File: config.mk
export PLATFORM = sky130hd
export DESIGN_NAME = osft_timer
export DESIGN_NICKNAME = d
export VERILOG_FILES = /design/src/include/osft_pkg.sv /design/src/include/osft_tick_if.sv /design/src/rtl/osft_tick_gen.sv /design/src/rtl/osft_timer.sv
export SDC_FILE = /design/constraint.sdc
export NUM_CORES = 1
export LEC_CHECK = 0
export ABC_AREA = 1
export BUFFER_PORTS_ARGS = -buffer_cell sky130_fd_sc_hd__buf_2
export CAP_MARGIN = 25
export CORE_MARGIN = 3
export CORE_UTILIZATION = 30
export CTS_CLUSTER_SIZE = 30
export DETAILED_ROUTE_END_ITERATION = 16
export PLACE_DENSITY = 0.52
export SLEW_MARGIN = 25
export SYNTH_ARGS = -nofsm -noshare
export SYNTH_HDL_FRONTEND = slang
export SYNTH_SLANG_ARGS = --single-unit
export TNS_END_PERCENT = 10
File: constraint.sdc
create_clock -name clock -period 7.04 [get_ports clock]
set_input_delay 1.056 -clock clock [delete_from_list [all_inputs] [get_ports clock]]
set_output_delay 1.056 -clock clock [all_outputs]
set_load 0.01 [all_outputs]
File: src/include/osft_pkg.sv
// constants and types for the single pulse timer and blink generator
package osft_pkg;

	// ----------------------------------------
	// clock and timebase
	// ----------------------------------------
	localparam int CLK_PERIOD_NS = 40;
	localparam int TB_10MS_NS = 10_000_000;
	localparam int TICK10_CYCLES = TB_10MS_NS / CLK_PERIOD_NS;
	localparam int DECADE = 10;
	localparam int TICK_CNT_W = 18;
	localparam int DEC_CNT_W = 4;

	// ----------------------------------------
	// register port
	// ----------------------------------------
	localparam int ADDR_W = 4;
	localparam int DATA_W = 16;
	typedef logic [ADDR_W-1:0] osft_addr_type;
	typedef logic [DATA_W-1:0] osft_data_type;

	// word indices
	localparam osft_addr_type OS_CTRL_IDX = 4'h0;
	localparam osft_addr_type OS_MAIN_IDX = 4'h1;
	localparam osft_addr_type OS_SECOND_IDX = 4'h2;
	localparam osft_addr_type OS_CUR_IDX = 4'h3;
	localparam osft_addr_type FL_CTRL_IDX = 4'h4;
	localparam osft_addr_type FL_ON_IDX = 4'h5;
	localparam osft_addr_type FL_OFF_IDX = 4'h6;
	localparam osft_addr_type FL_COUNT_IDX = 4'h7;
	localparam osft_addr_type FL_CUR_ON_IDX = 4'h8;
	localparam osft_addr_type FL_CUR_OFF_IDX = 4'h9;
	localparam osft_addr_type FL_CUR_CNT_IDX = 4'hA;
	localparam osft_addr_type STATUS_IDX = 4'hB;

	// ----------------------------------------
	// fields and values
	// ----------------------------------------
	localparam int UNIT_LSB = 0;
	localparam int UNIT_W = 2;
	localparam int OS_PRIO_BIT = 2;
	localparam int FL_MODE_LSB = 2;
	localparam int MODE_W = 2;
	localparam int STAT_OS_BIT = 0;
	localparam int STAT_FL_BIT = 1;
	localparam int STAT_FL_RUN_BIT = 2;
	localparam int VAL_W = 15;
	typedef logic [VAL_W-1:0] osft_val_type;
	localparam osft_val_type VAL_MAX = 15'h7FFF;
	localparam osft_val_type VAL_RESET = 15'h0000;
	localparam osft_val_type VAL_ONE = 15'h0001;

	typedef enum logic [UNIT_W-1:0] {UNIT_10MS, UNIT_100MS, UNIT_1S} osft_unit_type;
	typedef enum logic [MODE_W-1:0] {MODE_CONT, MODE_CYCLES, MODE_TIME} osft_mode_type;

endpackage

File: src/include/osft_tick_if.sv
// timebase tick enables shared between the divider and the timers
`timescale 1ns/1ps
`default_nettype none
interface osft_tick_if;
	logic tick_10ms;
	logic tick_100ms;
	logic tick_1s;
	modport src (output tick_10ms, output tick_100ms, output tick_1s);
	modport snk (input tick_10ms, input tick_100ms, input tick_1s);
endinterface
`default_nettype wire

File: src/rtl/osft_tick_gen.sv
// timebase divider: 10 ms, 100 ms and 1 s one-cycle enables
`timescale 1ns/1ps
`default_nettype none
module osft_tick_gen #(
	parameter int TICK10_CYCLES = osft_pkg::TICK10_CYCLES
) (
	input wire logic clock,
	input wire logic rst,
	osft_tick_if.src tk
);
	import osft_pkg::*;

	typedef struct packed {
		logic [TICK_CNT_W-1:0] cnt10;
		logic [DEC_CNT_W-1:0] cnt100;
		logic [DEC_CNT_W-1:0] cnt1s;
		logic t10;
		logic t100;
		logic t1s;
	} osft_tick_state_type;

	localparam logic [TICK_CNT_W-1:0] TOP10 = TICK_CNT_W'(TICK10_CYCLES - 1);
	localparam logic [DEC_CNT_W-1:0] TOPDEC = DEC_CNT_W'(DECADE - 1);

	osft_tick_state_type state_reg;
	osft_tick_state_type state_next;

	// ----------------------------------------
	// divider chain
	// ----------------------------------------
	always_comb begin
		state_next = state_reg;
		state_next.t10 = 1'b0;
		state_next.t100 = 1'b0;
		state_next.t1s = 1'b0;
		if (state_reg.cnt10 == TOP10) begin
			state_next.cnt10 = '0;
			state_next.t10 = 1'b1;
			if (state_reg.cnt100 == TOPDEC) begin
				state_next.cnt100 = '0;
				state_next.t100 = 1'b1;
				if (state_reg.cnt1s == TOPDEC) begin
					state_next.cnt1s = '0;
					state_next.t1s = 1'b1;
				end else begin
					state_next.cnt1s = state_reg.cnt1s + 1'b1;
				end
			end else begin
				state_next.cnt100 = state_reg.cnt100 + 1'b1;
			end
		end else begin
			state_next.cnt10 = state_reg.cnt10 + 1'b1;
		end
	end

	always_ff @(posedge clock or posedge rst) begin
		if (rst) begin
			state_reg <= '0;
		end else begin
			state_reg <= state_next;
		end
	end

	assign tk.tick_10ms = state_reg.t10;
	assign tk.tick_100ms = state_reg.t100;
	assign tk.tick_1s = state_reg.t1s;

endmodule
`default_nettype wire

File: src/rtl/osft_timer.sv
// single pulse timer and blink generator with register port
//
// Operation
// [RL1] pulse length counts ticks of 10 ms, 100 ms or 1 s
// [RL2] pulse length setting spans 0 to 32767 timebase units
// [RL3] trigger drives output on for the set length, then off
// [RL4] clear forces output off at once, over the trigger
// [RL5] zero length gives a one-scan pulse per trigger edge
// [RL6] a setting picks time priority or input priority
// [RL7] time priority runs full length; input priority ends when input drops
// [RL8] main length and a second time value are both stored
// [RL9] set length and elapsed time are readable
// [RL10] software sets times no shorter than one scan
// [RL11] on interval spans 0 to 32767 units of selectable timebase
// [RL12] off interval is independent, same timebase
// [RL13] run modes: cycle count, run time count, continuous
// [RL14] continuous mode blinks only while trigger is high, else off
// [RL15] set and current on, off and count values are readable
// [RL16] each cycle is on then off; output ends off when done
`timescale 1ns/1ps
`default_nettype none
module osft_timer #(
	parameter int TICK10_CYCLES = osft_pkg::TICK10_CYCLES
) (
	input wire logic clock,
	input wire logic rst,
	input wire osft_pkg::osft_addr_type reg_addr,
	input wire osft_pkg::osft_data_type reg_wdata,
	input wire logic reg_wr,
	input wire logic reg_rd,
	output osft_pkg::osft_data_type reg_rdata,
	input wire logic os_trig_pin,
	input wire logic os_clear_pin,
	input wire logic fl_trig_pin,
	output logic os_out,
	output logic fl_out
);
	import osft_pkg::*;

	typedef enum logic [1:0] {FL_IDLE, FL_ON, FL_OFF} osft_fl_state_type;

	typedef struct packed {
		// pin synchronisers
		logic os_trig_s1;
		logic os_trig_s2;
		logic os_trig_d;
		logic os_clr_s1;
		logic os_clr_s2;
		logic fl_trig_s1;
		logic fl_trig_s2;
		logic fl_trig_d;
		// single pulse timer
		osft_unit_type os_unit;
		logic os_input_prio;
		osft_val_type os_main;
		osft_val_type os_second;
		osft_val_type os_cur;
		logic os_on;
		// blink generator
		osft_unit_type fl_unit;
		osft_mode_type fl_mode;
		osft_val_type fl_on_set;
		osft_val_type fl_off_set;
		osft_val_type fl_cnt_set;
		osft_val_type fl_cur_on;
		osft_val_type fl_cur_off;
		osft_val_type fl_cur_cnt;
		osft_fl_state_type fl_state;
		// read data
		osft_data_type rdata;
	} osft_state_type;

	osft_state_type state_reg;
	osft_state_type state_next;

	osft_tick_if tick_bus ();

	// ----------------------------------------
	// timebase
	// ----------------------------------------
	osft_tick_gen #(
		.TICK10_CYCLES(TICK10_CYCLES)
	) u_tick (
		.clock(clock),
		.rst(rst),
		.tk(tick_bus)
	);

	function automatic logic pick_tick(osft_unit_type u, logic t10, logic t100, logic t1s);
		logic t;
		t = t1s;
		if (u == UNIT_10MS) begin
			t = t10;
		end else if (u == UNIT_100MS) begin
			t = t100;
		end
		return t;
	endfunction

	function automatic osft_val_type sat_inc(osft_val_type v);
		osft_val_type r;
		r = v;
		if (v != VAL_MAX) begin
			r = v + VAL_ONE;
		end
		return r;
	endfunction

	// ----------------------------------------
	// next state
	// ----------------------------------------
	always_comb begin
		logic os_tick;
		logic fl_tick;
		logic os_rise;
		logic fl_rise;
		logic fl_running;
		osft_val_type wval;
		os_tick = pick_tick(state_reg.os_unit, tick_bus.tick_10ms,
			tick_bus.tick_100ms, tick_bus.tick_1s); // [RL1]
		fl_tick = pick_tick(state_reg.fl_unit, tick_bus.tick_10ms,
			tick_bus.tick_100ms, tick_bus.tick_1s); // [RL11] [RL12]
		os_rise = state_reg.os_trig_s2 & ~state_reg.os_trig_d;
		fl_rise = state_reg.fl_trig_s2 & ~state_reg.fl_trig_d;
		fl_running = 1'b0;
		wval = reg_wdata[VAL_W-1:0];

		state_next = state_reg;
		state_next.os_trig_s1 = os_trig_pin;
		state_next.os_trig_s2 = state_reg.os_trig_s1;
		state_next.os_trig_d = state_reg.os_trig_s2;
		state_next.os_clr_s1 = os_clear_pin;
		state_next.os_clr_s2 = state_reg.os_clr_s1;
		state_next.fl_trig_s1 = fl_trig_pin;
		state_next.fl_trig_s2 = state_reg.fl_trig_s1;
		state_next.fl_trig_d = state_reg.fl_trig_s2;
		state_next.rdata = '0;

		// ----------------------------------------
		// register writes
		// ----------------------------------------
		if (reg_wr) begin
			if (reg_addr == OS_CTRL_IDX) begin
				state_next.os_unit = osft_unit_type'(reg_wdata[UNIT_LSB +: UNIT_W]); // [RL1]
				state_next.os_input_prio = reg_wdata[OS_PRIO_BIT]; // [RL6]
			end else if (reg_addr == OS_MAIN_IDX) begin
				state_next.os_main = wval; // [RL2] [RL8]
			end else if (reg_addr == OS_SECOND_IDX) begin
				state_next.os_second = wval; // [RL8]
			end else if (reg_addr == FL_CTRL_IDX) begin
				state_next.fl_unit = osft_unit_type'(reg_wdata[UNIT_LSB +: UNIT_W]);
				state_next.fl_mode = osft_mode_type'(reg_wdata[FL_MODE_LSB +: MODE_W]); // [RL13]
			end else if (reg_addr == FL_ON_IDX) begin
				state_next.fl_on_set = wval; // [RL11]
			end else if (reg_addr == FL_OFF_IDX) begin
				state_next.fl_off_set = wval; // [RL12]
			end else if (reg_addr == FL_COUNT_IDX) begin
				state_next.fl_cnt_set = wval; // [RL13]
			end
		end

		// ----------------------------------------
		// single pulse timer
		// ----------------------------------------
		if (state_reg.os_clr_s2) begin
			state_next.os_on = 1'b0; // [RL4]
			state_next.os_cur = VAL_RESET;
		end else if (!state_reg.os_on) begin
			if (os_rise) begin
				state_next.os_on = 1'b1; // [RL3]
				state_next.os_cur = VAL_RESET;
			end
		end else if (state_reg.os_cur >= state_reg.os_main) begin
			state_next.os_on = 1'b0; // [RL3] [RL5]
		end else if (state_reg.os_input_prio && !state_reg.os_trig_s2) begin
			state_next.os_on = 1'b0; // [RL7]
		end else if (os_tick) begin
			state_next.os_cur = sat_inc(state_reg.os_cur); // [RL3]
		end

		// ----------------------------------------
		// blink generator
		// ----------------------------------------
		case (state_reg.fl_state)
			FL_IDLE: begin
				if (state_reg.fl_mode == MODE_CYCLES || state_reg.fl_mode == MODE_TIME) begin
					if (fl_rise) begin
						state_next.fl_state = FL_ON; // [RL16]
						state_next.fl_cur_on = VAL_RESET;
						state_next.fl_cur_off = VAL_RESET;
						state_next.fl_cur_cnt = VAL_RESET;
					end
				end else if (state_reg.fl_trig_s2) begin
					state_next.fl_state = FL_ON; // [RL14]
					state_next.fl_cur_on = VAL_RESET;
					state_next.fl_cur_off = VAL_RESET;
					state_next.fl_cur_cnt = VAL_RESET;
				end
			end
			FL_ON: begin
				fl_running = 1'b1;
				if (state_reg.fl_cur_on >= state_reg.fl_on_set) begin
					state_next.fl_state = FL_OFF; // [RL16]
					state_next.fl_cur_off = VAL_RESET;
				end else if (fl_tick) begin
					state_next.fl_cur_on = sat_inc(state_reg.fl_cur_on); // [RL11]
				end
			end
			FL_OFF: begin
				fl_running = 1'b1;
				if (state_reg.fl_cur_off >= state_reg.fl_off_set) begin
					state_next.fl_state = FL_ON; // [RL16]
					state_next.fl_cur_on = VAL_RESET;
					if (state_reg.fl_mode == MODE_CYCLES) begin
						state_next.fl_cur_cnt = sat_inc(state_reg.fl_cur_cnt);
						if (sat_inc(state_reg.fl_cur_cnt) >= state_reg.fl_cnt_set) begin
							state_next.fl_state = FL_IDLE; // [RL13] [RL16]
						end
					end
				end else if (fl_tick) begin
					state_next.fl_cur_off = sat_inc(state_reg.fl_cur_off); // [RL12]
				end
			end
			default: begin
				state_next.fl_state = FL_IDLE;
			end
		endcase

		// run time count and continuous gate override the cycle walk
		if (fl_running && state_reg.fl_mode == MODE_TIME) begin
			if (state_reg.fl_cur_cnt >= state_reg.fl_cnt_set) begin
				state_next.fl_state = FL_IDLE; // [RL13] [RL16]
			end else if (fl_tick) begin
				state_next.fl_cur_cnt = sat_inc(state_reg.fl_cur_cnt); // [RL13]
			end
		end
		if (fl_running && state_reg.fl_mode != MODE_CYCLES && state_reg.fl_mode != MODE_TIME) begin
			if (!state_reg.fl_trig_s2) begin
				state_next.fl_state = FL_IDLE; // [RL14]
			end
		end

		// ----------------------------------------
		// register reads
		// ----------------------------------------
		if (reg_rd) begin
			if (reg_addr == OS_CTRL_IDX) begin
				state_next.rdata[UNIT_LSB +: UNIT_W] = state_reg.os_unit;
				state_next.rdata[OS_PRIO_BIT] = state_reg.os_input_prio;
			end else if (reg_addr == OS_MAIN_IDX) begin
				state_next.rdata[VAL_W-1:0] = state_reg.os_main; // [RL9]
			end else if (reg_addr == OS_SECOND_IDX) begin
				state_next.rdata[VAL_W-1:0] = state_reg.os_second; // [RL8]
			end else if (reg_addr == OS_CUR_IDX) begin
				state_next.rdata[VAL_W-1:0] = state_reg.os_cur; // [RL9]
			end else if (reg_addr == FL_CTRL_IDX) begin
				state_next.rdata[UNIT_LSB +: UNIT_W] = state_reg.fl_unit;
				state_next.rdata[FL_MODE_LSB +: MODE_W] = state_reg.fl_mode;
			end else if (reg_addr == FL_ON_IDX) begin
				state_next.rdata[VAL_W-1:0] = state_reg.fl_on_set; // [RL15]
			end else if (reg_addr == FL_OFF_IDX) begin
				state_next.rdata[VAL_W-1:0] = state_reg.fl_off_set; // [RL15]
			end else if (reg_addr == FL_COUNT_IDX) begin
				state_next.rdata[VAL_W-1:0] = state_reg.fl_cnt_set; // [RL15]
			end else if (reg_addr == FL_CUR_ON_IDX) begin
				state_next.rdata[VAL_W-1:0] = state_reg.fl_cur_on; // [RL15]
			end else if (reg_addr == FL_CUR_OFF_IDX) begin
				state_next.rdata[VAL_W-1:0] = state_reg.fl_cur_off; // [RL15]
			end else if (reg_addr == FL_CUR_CNT_IDX) begin
				state_next.rdata[VAL_W-1:0] = state_reg.fl_cur_cnt; // [RL15]
			end else if (reg_addr == STATUS_IDX) begin
				state_next.rdata[STAT_OS_BIT] = state_reg.os_on;
				state_next.rdata[STAT_FL_BIT] = (state_reg.fl_state == FL_ON);
				state_next.rdata[STAT_FL_RUN_BIT] = (state_reg.fl_state != FL_IDLE);
			end
		end
	end

	// ----------------------------------------
	// state register
	// ----------------------------------------
	always_ff @(posedge clock or posedge rst) begin
		if (rst) begin
			state_reg <= '0;
		end else begin
			state_reg <= state_next;
		end
	end

	// ----------------------------------------
	// outputs
	// ----------------------------------------
	assign reg_rdata = state_reg.rdata;
	assign os_out = state_reg.os_on;
	assign fl_out = (state_reg.fl_state == FL_ON);

endmodule
`default_nettype wire

==> summary.md <==
| Metric | Value |
|---|---|
| Cells after Synth | 1,806 |
| Worst r2r path cells | 18 |
| Lkg Pwr | 7.17 nW |
| Cell Area, Placed | 13,700 um2 |
| Maxcap violations | 0 |
| Detailed Route WL | 38,700 um |
| Reg-to-reg endpoint | state_reg[16] |
| Core area | 42,500 um2 |
| Final HPWL DP | 29,300 um |
| Number of synthesized flops with an enable pin | 0 |
| Max_slew headroom | 36.8% |
| CTS tree | yes |
| Iter 0 DRT Violations | 862 |
| Compound-gate portion of the synthesized area | 9.27% |
| Hold worst-path end | state_next[166] |
| # clock sinks | 197 |
| Clk_lat worst skew | 0.46 ns |
| RSZ-0062 raised after global routing | false |
| Synth Area in Adders | 8.24% |
| Port bufs | 42 |
| Pwr dens | 223 nW/um2 |
| CP Data Arrival Time | 3.30 ns |
| Max Fclk | 343 MHz |
| Met3 usage | 2.59% |
| Simple-Gate Fraction of Synth Area | 32.5% |
| Synthesis-to-layout area growth | 10.0% |
| Final Cycle Share | 41.4% |
| Placed Cells | 2,367 |
| Max FFs per register | 147 |
| Most frequent cells in the layout | nand2_1 (509), inv_1 (239), dfrtp_1 (197), nor2_1 (136), nand3_1 (128) |
| Sequential Power Share | 41.9% |
| Root buf cell | clkbuf_16 |
| Crit-path max cell delay | 0.46 ns |
| Cell family with most CP delay | simple AND/OR/NAND/NOR gates |
| Worst R2R Start | state_reg[19] |
| Register area share after synthesis | 37.8% |
| Post-Syn Area | 13,100 um2 |
| Proportion of synthesized area in mux cells | 0% |
| Clock Skew | 0.0114 ns |
| Die width | 215 um |
| Nets | 1,923 |
| Vias in the first global route | 11,453 |
| Setup crit start kind | flip-flop |
| Worst path buffer plus inverter count | 1 |
| Die height | 215 um |
| Clock transition at the registers of the reported paths | 0.08 ns |
| Largest family of logic cells by synthesized area | simple AND/OR/NAND/NOR gates |
| R2R Setup Slk | 4.13 ns |
| Cts repair resizes | 0 |
| Asr flop ratio synth | 100% |
| Row count | 75 |
| Final Util | 33.8% |
| Worst path required time | 7.43 ns |
| Htree depth | 4 |
| CTS Buffer Depth | 2 |
| Effective utilization at floorplan | 30.7% |
| Drt drc | 0 |
| Setup violators final | 0 |
| Final min period | 2.91 ns |
| Layout cells sized above 1 | 7.73% |
| Clock share of power | 33.4% |
| Mean Syn Cell Area | 7.23 um2 |
| Internal Pwr Total | 0.00202 W |
| Global routing met1 resource utilization | 23.2% |
| Drt wl/cell | 16.1 um |
| Kind of critical path | reg -> reg |
| Total gr overflow | 0 |
| Cell mode on critical path | nand2_1 |
| First-pass GRT wire length | 63,000 um |
| Hold Path Depth | 0 |
| Leading cell type in the layout, fill and taps excluded | nand2_1 |
| NetSw | 0.00118 W |
| Yosys warns | 0 |
| Met2 Track Usage GR | 28.1% |
| Worst-Margin Slew | 0.946 ns |
| Switching share of total power | 36.8% |
| Min-delay src | state_next[167] |
| I/O pin count | 45 |
| Via count | 11,690 |
| Highest fanout seen on the critical path | 9 |
| Fin cells | 2,402 |
| Synth Flop Type | dfrtp_1 |
| Combinational power share | 24.7% |
| Largest net degree at the start of global routing | 125 |
| Die Area | 46,100 um2 |
| Routed Antenna Nets | 0 |
| Power consumption | 0.00320 W |
| Final-report max-slew violation count | 0 |
| Cell variety after synth | 50 |
| CTS Buf Count | 17 |
| Tot GR Track Use | 17.1% |
| XOR/XNOR Fraction of Synth Area | 2.41% |
| Crit path capture type | flip-flop |
| Cts hold-fix bufs | 0 |
| Initial antenna violation count | 2 |
| Hold Vio Cnt, Final | 0 |
| Slowest cell on the critical path | dfrtp_1 |
| Hold WC Path Type | reg -> reg |
| GRT Max-Usage Layer | met2 |
| GPL Wtd Cong | 0.949 |
| Drt first pass iters | 7 |
| Postcts setup bufs | 0 |
| Worst-path cell chain | ha_1 > nand2_1 > nor2_2 > nand2_2 > nor2_4 > nand3b_4 > nand4_1 > xor2_1 > ha_1 > nand2_1 > inv_1 > a21boi_0 > nand2_1 > nand2_1 > nand3_1 > nand3_1 > nand2_1 > a21oi_1 |
| Fin area | 14,400 um2 |
| Yosys reg bits | 197 |
| Setup TNS | 0 ns |
| Outcome | finished clean |
| Syn Nets | 1,919 |
| Vias/cell | 4.87 |
| Max rail drop VDD | 0.175 mV |
==> synth_stat cells, drive strengths merged (12+ instances only) <==
library cell / n / area, um2
nand2: 525 / 2020
inv: 254 / 953
dfrtp: 197 / 4930
nor2: 147 / 603
nand3: 133 / 713
o21ai: 132 / 687
ha: 86 / 1080
a21oi: 61 / 317
nand4: 60 / 388
nor3: 52 / 270
clkbuf: 33 / 124
xor2: 32 / 280
buf: 29 / 203
nor4: 12 / 75.1
==> cell families after synthesis <==
group	count (synthesis)
buffers and inverters	317
XOR/XNOR	36
other	1
AND/OR/NAND/NOR	948
adder cells (fa/ha/maj)	86
AO/OA/AOI/OAI	221
flip-flops	197
==> metal layers <==
layer / vias to the layer above / wire length (um)
li1: 5865 / -
met1: 5498 / 18200
met2: 287 / 17900
met3: 40 / 1780
met4: 0 / 816
met5: - / 0
==> metrics by stage <==
stage / setup WS [ns] / hold slack [ns]
after detailed placement: 3.76 / 0.336
after floorplan: 0.615 / 0.331
after global routing: 3.84 / 0.361
after CTS: 4.09 / 0.354
final: 4.13 / 0.351
after global placement: 3.33 / 0.339
==> worst max path at each step <==
stage / from / to / slack, ns / cells past startpoint
floorplan: rst / os_out / 0.62 / 1
global placement: reg_addr[3] / state_reg[129] / 3.33 / 6
detailed placement: reg_addr[3] / state_reg[140] / 3.76 / 6
CTS: state_reg[19] / state_reg[16] / 4.09 / 18
global route: state_reg[19] / state_reg[16] / 3.84 / 18
finish: state_reg[19] / state_reg[16] / 4.13 / 18
==> worst reg2reg max path: stages (launching register included) <==
cell and delay, ns:
dfrtp_1 0.46, ha_1 0.21, nand2_1 0.09, nor2_2 0.17, nand2_2 0.15, nor2_4 0.15, nand3b_4 0.16, nand4_1 0.14
xor2_1 0.23, ha_1 0.28, nand2_1 0.09, inv_1 0.04, a21boi_0 0.16, nand2_1 0.11, nand2_1 0.07, nand3_1 0.08
nand3_1 0.09, nand2_1 0.06, a21oi_1 0.11
==> layout make-up <==
type	count	area, um2
multi-input cells	1292	6850
flip-flops and latches	197	4930
diodes	2	5.00
inverters	255	965
clock inverters	15	213
well taps	577	722
fillers	4554	28100
repair buffers	47	259
clock buffers	17	425
==> power by group through the flow <==
stage	clock network, W	registers [W]	logic (W)
2_1_floorplan	0	0.00132	0.000598
3_3_place_gp	0	0.00136	0.000783
3_5_place_dp	0	0.00136	0.000795
5_1_grt	0.00115	0.00135	0.000904
6_report	0.00107	0.00134	0.000792
4_1_cts	0.00111	0.00134	0.000797
No activity file was read; power rests on OpenSTA's default activity.
